==> src/hw/iobd_defs.svh <==
// offsets, indices, reset values and fixed addresses of the base decoder
`ifndef IOBD_DEFS_SVH
`define IOBD_DEFS_SVH
`define IOBD_IDX_PWR       8'h02
`define IOBD_IDX_RELOC_LO  8'h12
`define IOBD_IDX_RELOC_HI  8'h13
`define IOBD_IDX_SER1      8'h24
`define IOBD_IDX_SER2      8'h25
`define IOBD_IDX_RT_HI     8'h30
`define IOBD_IDX_RT_LO     8'h21
`define IOBD_IDX_ACT       8'h3a
`define IOBD_IDX_DOCK_HI   8'h3b
`define IOBD_IDX_DOCK_LO   8'h3c
`define IOBD_ACT_RT_BIT    1
`define IOBD_ACT_DOCK_BIT  3
`define IOBD_ACT_MASK      8'h0f
`define IOBD_RST_BYTE      8'h00
`define IOBD_CFG_ADDR0     16'h002e
`define IOBD_CFG_ADDR1     16'h004e
`define IOBD_CFG_ADDR2     16'h162e
`define IOBD_CFG_ADDR3     16'h164e
`define IOBD_SER_LO        16'h0100
`define IOBD_SER_HI        16'h03f8
`define IOBD_RT_HI_LIM     16'h0ff0
`define IOBD_CFG_HI_LIM    16'h07fe
`endif

==> src/hw/iobd_pkg.sv <==
// types shared by the base address decoder
package iobd_pkg;
  typedef struct packed {
    logic        valid;
    logic        write;
    logic [15:0] addr;
    logic [7:0]  wdata;
  } iobd_io_req_t;
  typedef struct packed {
    logic ser1;
    logic ser2;
    logic runtime;
    logic dock;
  } iobd_sel_t;
endpackage
==> src/hw/iobd_decode.sv <==
// configuration port, base registers and I/O address decode
// What this block does
// - dock_base_high_byte holds base bits 15..8, read/write, zero after reset.
// - dock_base_low_byte holds base bits 7..0, read/write, zero after reset.
// - docking base is unaligned; only offset zero selects switch control register.
// - serial bases 8-byte aligned within range; offsets 0..7 select uart registers.
// - index port at configuration address, data port at address plus one.
// - strap picks one of four config addresses; relocation registers move it.
// - power-control bit disables device pins but not its address decode.
// - powered-down but activated devices still join range checking.
// - activate bit 3 enables docking decode; clear by default.
// - docking decode compares all sixteen address bits.
// - docking base registers reachable only in config state with matching index.
`include "iobd_defs.svh"
module iobd_decode
  import iobd_pkg::*;
(
  input  wire logic         clk,
  input  wire logic         reset_n,
  input  wire logic [1:0]   config_port_strap,
  input  wire logic         cfg_enter,
  input  wire logic         cfg_exit,
  input  wire iobd_io_req_t io_req,
  output logic [7:0]        io_rdata,
  output logic              io_claim,
  output iobd_sel_t         dev_sel,
  output logic [2:0]        dev_reg_offset,
  output logic [7:0]        uart_ir_power_control,
  output logic              dock_switch_sel
);

  logic        strap_done_r, strap_done_nxt;
  logic        cfg_state_r, cfg_state_nxt;
  logic [7:0]  config_index_register_r, idx_nxt;
  logic [7:0]  reloc_lo_r, reloc_lo_nxt, reloc_hi_r, reloc_hi_nxt;
  logic [7:0]  logical_device_activate_r, act_nxt;
  logic [7:0]  pwr_r, pwr_nxt;
  logic [7:0]  ser1_r, ser1_nxt, ser2_r, ser2_nxt;
  logic [7:0]  rt_hi_r, rt_hi_nxt, rt_lo_r, rt_lo_nxt;
  logic [7:0]  dock_base_high_byte_r, dock_hi_nxt;
  logic [7:0]  dock_base_low_byte_r, dock_lo_nxt;
  logic [7:0]  rdata_nxt, io_rdata_r;
  logic [15:0] cfg_addr, ser1_base, ser2_base, rt_base, dock_base;
  logic        hit_idx, hit_data, wr_data;
  logic        ser1_hit, ser2_hit, rt_hit, dock_hit;

  // base addresses taken straight from the registers, no pipeline stage
  assign cfg_addr  = {reloc_hi_r, reloc_lo_r[7:1], 1'b0};
  // serial byte holds base bits 9..2; bit 0 is base bit 2, forced low to keep 8-byte steps
  assign ser1_base = {6'h00, ser1_r[7:1], 1'b0, 2'h0};
  assign ser2_base = {6'h00, ser2_r[7:1], 1'b0, 2'h0};
  // runtime block sits on 16-byte steps, so its low nibble is always zero
  assign rt_base   = {4'h0, rt_hi_r[3:0], rt_lo_r[7:4], 4'h0};
  assign dock_base = {dock_base_high_byte_r, dock_base_low_byte_r};

  // index and data port hits; config state gates everything
  // no upper limit is checked on the port address: the strapped high addresses need none
  assign hit_idx  = io_req.valid && cfg_state_r && io_req.addr == cfg_addr;
  assign hit_data = io_req.valid && cfg_state_r && io_req.addr == cfg_addr + 16'h0001;
  assign wr_data  = hit_data && io_req.write;

  // runtime decode: activate gates the runtime and docking ranges, base range the serial ones; power bits never do
  always_comb begin
    ser1_hit = io_req.valid && ser1_base >= `IOBD_SER_LO && ser1_base <= `IOBD_SER_HI
               && io_req.addr[15:3] == ser1_base[15:3];
    ser2_hit = io_req.valid && ser2_base >= `IOBD_SER_LO && ser2_base <= `IOBD_SER_HI
               && io_req.addr[15:3] == ser2_base[15:3];
    // sixteen-byte runtime window, so only address bits 15..4 compare
    rt_hit   = io_req.valid && logical_device_activate_r[`IOBD_ACT_RT_BIT]
               && io_req.addr[15:4] == rt_base[15:4];
    // only offset zero of the docking block exists
    dock_hit = io_req.valid && logical_device_activate_r[`IOBD_ACT_DOCK_BIT]
               && io_req.addr == dock_base;
  end

  // claim and selects; serial ports have no activate bit here, so base range gates them
  // config port hits claim too, otherwise the host would see the index port float
  always_comb begin
    dev_sel.ser1    = ser1_hit;
    dev_sel.ser2    = ser2_hit;
    dev_sel.runtime = rt_hit;
    dev_sel.dock    = dock_hit;
    dev_reg_offset  = io_req.addr[2:0];
    dock_switch_sel = dock_hit;
    io_claim        = hit_idx || hit_data || ser1_hit || ser2_hit || rt_hit || dock_hit;
  end

  // next values of configuration state and registers
  always_comb begin
    strap_done_nxt = 1'b1;
    cfg_state_nxt  = cfg_enter ? 1'b1 : (cfg_exit ? 1'b0 : cfg_state_r);
    idx_nxt        = config_index_register_r;
    reloc_lo_nxt   = reloc_lo_r;
    reloc_hi_nxt   = reloc_hi_r;
    act_nxt        = logical_device_activate_r;
    pwr_nxt        = pwr_r;
    ser1_nxt       = ser1_r;
    ser2_nxt       = ser2_r;
    rt_hi_nxt      = rt_hi_r;
    rt_lo_nxt      = rt_lo_r;
    dock_hi_nxt    = dock_base_high_byte_r;
    dock_lo_nxt    = dock_base_low_byte_r;
    // strap caught once on the first clock after reset release
    // a host cycle in that same clock is lost, hence no request before the second edge
    if (!strap_done_r) begin
      case (config_port_strap)
        2'd0: {reloc_hi_nxt, reloc_lo_nxt} = `IOBD_CFG_ADDR0;
        2'd1: {reloc_hi_nxt, reloc_lo_nxt} = `IOBD_CFG_ADDR1;
        2'd2: {reloc_hi_nxt, reloc_lo_nxt} = `IOBD_CFG_ADDR2;
        default: {reloc_hi_nxt, reloc_lo_nxt} = `IOBD_CFG_ADDR3;
      endcase
    end else if (hit_idx && io_req.write) begin
      idx_nxt = io_req.wdata;
    end else if (wr_data) begin
      // writes to an unknown index fall through and change nothing
      if (config_index_register_r == `IOBD_IDX_RELOC_LO) begin
        reloc_lo_nxt = io_req.wdata;
      end else if (config_index_register_r == `IOBD_IDX_RELOC_HI) begin
        reloc_hi_nxt = io_req.wdata;
      end else if (config_index_register_r == `IOBD_IDX_ACT) begin
        act_nxt = io_req.wdata & `IOBD_ACT_MASK;
      end else if (config_index_register_r == `IOBD_IDX_PWR) begin
        pwr_nxt = io_req.wdata;
      end else if (config_index_register_r == `IOBD_IDX_SER1) begin
        ser1_nxt = io_req.wdata;
      end else if (config_index_register_r == `IOBD_IDX_SER2) begin
        ser2_nxt = io_req.wdata;
      end else if (config_index_register_r == `IOBD_IDX_RT_HI) begin
        rt_hi_nxt = io_req.wdata;
      end else if (config_index_register_r == `IOBD_IDX_RT_LO) begin
        rt_lo_nxt = io_req.wdata;
      end else if (config_index_register_r == `IOBD_IDX_DOCK_HI) begin
        dock_hi_nxt = io_req.wdata;
      end else if (config_index_register_r == `IOBD_IDX_DOCK_LO) begin
        dock_lo_nxt = io_req.wdata;
      end
    end
  end

  // read data: index port returns index, data port the indexed register
  // data stands until the next config-port read, so the host may take it late
  always_comb begin
    rdata_nxt = io_rdata_r;
    if (hit_idx && !io_req.write) begin
      rdata_nxt = config_index_register_r;
    end else if (hit_data && !io_req.write) begin
      if (config_index_register_r == `IOBD_IDX_RELOC_LO) begin
        rdata_nxt = reloc_lo_r;
      end else if (config_index_register_r == `IOBD_IDX_RELOC_HI) begin
        rdata_nxt = reloc_hi_r;
      end else if (config_index_register_r == `IOBD_IDX_ACT) begin
        rdata_nxt = logical_device_activate_r;
      end else if (config_index_register_r == `IOBD_IDX_PWR) begin
        rdata_nxt = pwr_r;
      end else if (config_index_register_r == `IOBD_IDX_SER1) begin
        rdata_nxt = ser1_r;
      end else if (config_index_register_r == `IOBD_IDX_SER2) begin
        rdata_nxt = ser2_r;
      end else if (config_index_register_r == `IOBD_IDX_RT_HI) begin
        rdata_nxt = rt_hi_r;
      end else if (config_index_register_r == `IOBD_IDX_RT_LO) begin
        rdata_nxt = rt_lo_r;
      end else if (config_index_register_r == `IOBD_IDX_DOCK_HI) begin
        rdata_nxt = dock_base_high_byte_r;
      end else if (config_index_register_r == `IOBD_IDX_DOCK_LO) begin
        rdata_nxt = dock_base_low_byte_r;
      end else begin
        rdata_nxt = `IOBD_RST_BYTE; // unmapped index reads zero
      end
    end
  end

  // registers; asynchronous reset loads constants only
  // strap_done_r low in reset makes the first edge after release load the strap
  always_ff @(posedge clk or negedge reset_n) begin
    if (!reset_n) begin
      strap_done_r              <= 1'b0;
      cfg_state_r               <= 1'b0;
      config_index_register_r   <= `IOBD_RST_BYTE;
      reloc_lo_r                <= 8'(`IOBD_CFG_ADDR0);
      reloc_hi_r                <= `IOBD_RST_BYTE;
      logical_device_activate_r <= `IOBD_RST_BYTE;
      pwr_r                     <= `IOBD_RST_BYTE;
      ser1_r                    <= `IOBD_RST_BYTE;
      ser2_r                    <= `IOBD_RST_BYTE;
      rt_hi_r                   <= `IOBD_RST_BYTE;
      rt_lo_r                   <= `IOBD_RST_BYTE;
      dock_base_high_byte_r     <= `IOBD_RST_BYTE;
      dock_base_low_byte_r      <= `IOBD_RST_BYTE;
    end else begin
      strap_done_r              <= strap_done_nxt;
      cfg_state_r               <= cfg_state_nxt;
      config_index_register_r   <= idx_nxt;
      reloc_lo_r                <= reloc_lo_nxt;
      reloc_hi_r                <= reloc_hi_nxt;
      logical_device_activate_r <= act_nxt;
      pwr_r                     <= pwr_nxt;
      ser1_r                    <= ser1_nxt;
      ser2_r                    <= ser2_nxt;
      rt_hi_r                   <= rt_hi_nxt;
      rt_lo_r                   <= rt_lo_nxt;
      dock_base_high_byte_r     <= dock_hi_nxt;
      dock_base_low_byte_r      <= dock_lo_nxt;
    end
  end

  // read data register, kept apart from the bank so its hold logic stays local
  always_ff @(posedge clk or negedge reset_n) begin
    if (!reset_n) begin
      io_rdata_r <= `IOBD_RST_BYTE;
    end else begin
      io_rdata_r <= rdata_nxt;
    end
  end

  assign io_rdata              = io_rdata_r;
  assign uart_ir_power_control = pwr_r;

endmodule

==> config.mk <==
export PLATFORM = sky130hd
export DESIGN_NAME = iobd_decode
export DESIGN_NICKNAME = d
export VERILOG_FILES = /design/src/hw/iobd_pkg.sv /design/src/hw/iobd_decode.sv
export VERILOG_INCLUDE_DIRS = /design/src /design/src/hw
export SDC_FILE = /design/constraint.sdc
export NUM_CORES = 1
export LEC_CHECK = 0
export BUFFER_PORTS_ARGS = -buffer_cell sky130_fd_sc_hd__buf_2
export CORE_UTILIZATION = 59
export DETAILED_ROUTE_END_ITERATION = 12
export PLACE_DENSITY = 0.91
export SETUP_SLACK_MARGIN = 0.05
export SLEW_MARGIN = 10
export SYNTH_ARGS = -nofsm -noshare
export SYNTH_HDL_FRONTEND = slang
export SYNTH_SLANG_ARGS = --single-unit
==> constraint.sdc <==
create_clock -name clk -period 8.3 [get_ports clk]
set_clock_uncertainty 0.2 [all_clocks]
set_input_delay 1.245 -clock clk [delete_from_list [all_inputs] [get_ports clk]]
set_output_delay 1.245 -clock clk [all_outputs]
set_load 0.02 [all_outputs]
Yosys cells after proc, flatten, opt, wreduce, memory -nomap -nowiden
Index checks and enable logic that the tools add are counted.
{"block": "totals", "reg_bits": 94, "latch_bits": 0, "ramBits": 0, "romBits": 0, "wordCells": 116, "mem_count": 0}
{"block": "classes", "add_sub_neg": 1, "multipliers": 0, "div": 0, "magnitude_cmp": 4, "n_eq_ne": 23, "n_shift": 0, "muxes": 25, "bitwise_logic": 10, "reduce_logical": 39}
{"cell": "$mux 8", "count": 21}
{"cell": "$eq 8x6->1 const B", "count": 7}
{"cell": "$eq 16x16->1", "count": 3}
{"cell": "$eq 13x7->1", "count": 2}
{"cell": "$ge 10x9->1 const B", "count": 2}
{"cell": "$le 10x10->1 const B", "count": 2}
{"cell": "$logic_and 1x1->1", "count": 17}
{"cell": "$add 16x1->16 const B", "count": 1}
{"cell": "$eq 8x5->1 const B", "count": 2}
{"cell": "$reduce_and 13->1", "count": 1}
{"cell": "$eq 12x8->1", "count": 1}
{"cell": "$reduce_and 12->1", "count": 1}
{"cell": "$reduce_and 11->1", "count": 1}
{"cell": "$not 1->1", "count": 10}
{"cell": "$reduce_and 10->1", "count": 1}
{"cell": "$reduce_and 9->1", "count": 1}
{"cell": "$eq 8x2->1 const B", "count": 1}
{"cell": "$reduce_and 8->1", "count": 1}
{"cell": "$mux 7", "count": 1}
{"cell": "$reduce_and 7->1", "count": 1}
{"cell": "$ne 2x1->1 const B", "count": 3}
{"cell": "$reduce_and 6->1", "count": 1}
{"cell": "$logic_or 1x1->1", "count": 5}
{"cell": "$mux 5", "count": 1}
{"cell": "other kinds (11)", "count": 15}

Logic depth before layout (Yosys ltp)
{"block": "logic_depth", "word_depth": 13, "mapped_depth": 9}

Worst setup path after synthesis
No wires, ideal clock.
{"block": "synth_timing", "path_type": "input port to output port", "from": "input io_req[17] in the netlist's numbering", "to": "output io_claim", "arrival_ns": 3.212, "t_required_ns": 6.855, "setup_slack_ns": 3.643, "path_stages": 6, "cell_sequence": "buf_2 -> xnor2_1 -> nand4_1 -> or4_1 -> nor4_1 -> or4_1"}
{"item": "start, declared", "line_no": "iobd_decode.sv:23", "source": "input wire iobd_io_req_t io_req,"}
{"item": "$eq 16x16->1", "line_no": "iobd_decode.sv:73", "source": "&& io_req.addr == dock_base;"}
{"item": "$logic_and 1x1->1", "line_no": "iobd_decode.sv:72", "source": "dock_hit = io_req.valid && logical_device_activate_r[`IOBD_ACT_DOCK_BIT]"}
{"item": "via dock_switch_sel", "line_no": "iobd_decode.sv:29", "source": "output logic dock_switch_sel"}
{"item": "$logic_or 1x1->1", "line_no": "iobd_decode.sv:85", "source": "io_claim = hit_idx || hit_data || ser1_hit || ser2_hit || rt_hit || dock_hit;"}
{"item": "end, declared", "line_no": "iobd_decode.sv:25", "source": "output logic io_claim,"}
The timed path passes the listed nets, and every way through them passes these cells.

Worst setup path after layout
{"block": "layout_timing", "from": "input io_req[20] in the netlist's numbering", "to": "output io_claim"}
{"block": "layout_between", "elab_chain_cells": 7}
{"item": "$eq 16x16->1, on equally long branches", "line_no": "iobd_decode.sv:58, iobd_decode.sv:59"}
{"item": "$logic_and 1x1->1, on equally long branches", "line_no": "iobd_decode.sv:58, iobd_decode.sv:59"}
{"item": "$logic_or 1x1->1 (4 in series)", "line_no": "iobd_decode.sv:85"}
{"item": "$logic_or 1x1->1 (*)", "line_no": "iobd_decode.sv:85"}
Every way passes the cells marked *; elsewhere a longest branch is shown, timed or not.

==> key figures <==
Setup path
  • Setup CP Type: in -> out
  • Worst Setup End Kind: output port
  • Worst reg2reg path endpoint: reloc_hi_r[2]$_DFFE_PN0P_
  • Worst Reg-to-Reg Cells: 6
  • Worst-path cell chain: buf_2, nor4_1, nand2_1, or3_1, nor4_1, or4_1, buf_2
  • CP max stage delay: 490 ps
  • Startpoint class of the critical path: input pin
  • CP required: 6860 ps
  • CP Max Fanout: 3
  • CP max stage cell: nor4_1
  • Critical path arrival: 3250 ps
  • Worst reg2reg setup slack: 4600 ps
  • RR Startpoint: config_index_register_r[4]$_DFFE_PN0P_

Timing
  • Final hold violation count: 0
  • Unrepaired setup endpoints after global routing: no
  • Fmax: 213.1 MHz
  • Setup_tns: 0 ps
  • Worst Max-Slew Pin Slew: 1241 ps
  • Relative slew margins: 16.52%
  • Setup violations, final: 0
  • Fin crit period: 4692 ps
  • Slew Limit Fails: 0
  • Worst setup slack after layout: 3608 ps
  • Tcrit/Tclk final: 56.54%

Layout
  • Area Overhead vs Synth: 7.415%
  • # diodes: 0
  • Final net count: 571
  • Share of cells above drive strength 1: 29.04%
  • Fillers: 708
  • Area occupied by multi-input gates: 2928 um2
  • FF/Latch Area: 2357 um2
  • Finished Layout Cells: 655

Worst hold path
  • HP Start: io_rdata[6]$_DFFE_PN0P_
  • Hold EP: io_rdata[6]$_DFFE_PN0P_
  • Hold path cells: 2
  • Hold Path Class: reg -> reg

Route
  • DR vias: 4514
  • Final WL: 16.70 mm
  • Iteration-0 DRC Markers: 486
  • Drt drc: 2
  • Routed wl met3: 1.801 mm
  • WL met1: 6.545 mm
  • Top Metal Used: met4
  • Via density: 6.892
  • Met2 WL: 7.393 mm
  • Post-DR wirelength/cell: 25.50 um
  • Remaining antenna violation count: 0
  • Pre-antenna DRT Iters: 9

Die
  • Core area: 9196 um2
  • Die Wd: 99 um
  • Starting Density: 60.37%
  • Core Rows: 35
  • Die area: 9801 um2
  • Die H: 99 um
  • Ports: 57

Power
  • PnR Total Power: 0.0008753 W
  • Worst VDD drop: 116.1 uV
  • Power per standard cell area: 146.8 nW/um2
  • P_leak: 2.808 nW

Placement
  • Detailed Place HPWL: 12.00 mm
  • Buffers added on ports: 56
  • Pre-CTS setup slack: 3605 ps
  • GP Congestion: 1.037
  • Placed cell count: 639

Synth
  • Mapped Nets: 552
  • Post-Syn Area per Cell: 10.68 um2
  • Synth unique cells: 65
  • Post-synthesis register bit count: 94
  • Cells after synthesis: 520
  • Most numerous cell in the Yosys netlist: dfrtp_1
  • Sequential area share after synthesis: 42.46%
  • Number of synthesized flops with an enable pin: 0
  • Main synth FF type: dfrtp_1
  • Area contributors post-synth: dfrtp_1 (41%), mux2_2 (13%), xnor2_1 (4.7%)
  • Synth top area share: 40.57%
  • Post-synth top cells: dfrtp_1 (90), mux2_2 (66), xnor2_1 (30)
  • Synth Cell Area: 5552 um2
  • Async S/R FF share, synth: 100.0%
  • Ys Warns: 0
  • Synth area leader: dfrtp_1

CTS
  • Clock Latency Late Sink: 370 ps
  • Total setup buffers inserted after CTS: 0
  • H-tree levels: 3
  • CTS resizes: 0
  • Max clock buf depth: 2
  • Total CTS buffers: 9
  • CTS Root Cell: clkbuf_8
  • Hold buffers post-CTS: 0
  • CTS Sinks: 94
  • CTS tree: built
  • Clock input transition at the sequential cells of the worst setup and hold paths: 90 ps

Run status
  • Outcome: finished with violations
  • Failing checks: DRC

Global route
  • Largest net degree at the start of global routing: 52
  • GRT Overall Usage: 36.24%
  • Vias in the first global route: 4268
  • First-pass GRT wire length: 25.87 mm
  • Initial antenna violation count: 0
  • GRT overflow: 0

Job
  • Max-capacitance violation count: 0
flip-flops by register name, summed over array words and instances (netlist names):
register	flops
reloc_hi_r	8
config_index_register_r	8
io_rdata	8
ser1_r	8
rt_hi_r	8
reloc_lo_r	8
logical_device_activate_r	4
dock_base_low_byte_r	8
ser2_r	8
cfg_state_r	1
uart_ir_power_control	8
dock_base_high_byte_r	8
strap_done_r	1
rt_lo_r	8
routing by layer:
metal,vias up,track usage (%)
li1,1934,-
met1,2163,48.95
met2,341,54.55
met3,76,8.511
met4,0,18.71
met5,-,0
cells by family after synthesis:
group | after synthesis | share of synthesized area, %
compound gates | 91 | 11.63
flops | 94 | 42.46
simple gates | 144 | 16.54
mux | 83 | 16.45
buf+inv | 56 | 4.801
xor+xnor | 51 | 8.046
other cells | 1 | 0.06755
cells in the final DEF, fill, tap and decap left out, types with 7 or more instances in the layout:
cell	instances
or3_1	8
clkbuf_8	10
nand2_1	24
a21oi_1	23
inv_1	7
nor2_1	19
o21ai_0	13
xor2_1	21
nor4_1	10
xnor2_1	30
o31ai_1	7
nand2b_1	12
nand3_1	7
nor2b_1	11
dfrtp_1	90
mux2_2	66
buf_2	55
mux2i_1	17
critical path, delay by kind of cell:
kind | cells | cell delay, ps
and+or+nand+nor | 5 | 1700
buffers and inverters | 2 | 290
power breakdown:
group          internal [W]  switching [W]
combinational     0.0000192      0.0000414
sequential         0.000461     0.00000504
clock              0.000179       0.000170
total              0.000659       0.000216
area by class of cell:
class,count,area share [%]
Multi-Input combinational cell,370,49.10
Sequential cell,94,39.53
Timing Repair Buffer,57,4.868
Clock buffer,11,2.371
Tap cell,111,2.329
Clock inverter,5,1.364
Inverter,7,0.4406
how the worst max path moves through the flow:
stage / from / slack, ps / depth (start not counted) / end
after detailed placement: io_req[20] / 3600 / 7 / io_claim
after global placement: io_req[20] / 3490 / 7 / io_claim
final: io_req[20] / 3610 / 7 / io_claim
after global routing: io_req[20] / 3570 / 7 / io_claim
after CTS: io_req[20] / 3600 / 7 / io_claim
after floorplan: io_req[17] / 3640 / 6 / io_claim
per-stage QoR:
step	hold WS [ps]	util [%]	instance area, um2
6_report	281.2	64.84	5963
5_1_grt	334.1	64.84	5963
4_1_cts	286.6	64.84	5963
3_5_place_dp	266.4	62.42	5741
3_3_place_gp	261.5	62.42	5741
2_1_floorplan	249.0	-	5552
(Power assumes the default switching activity.)
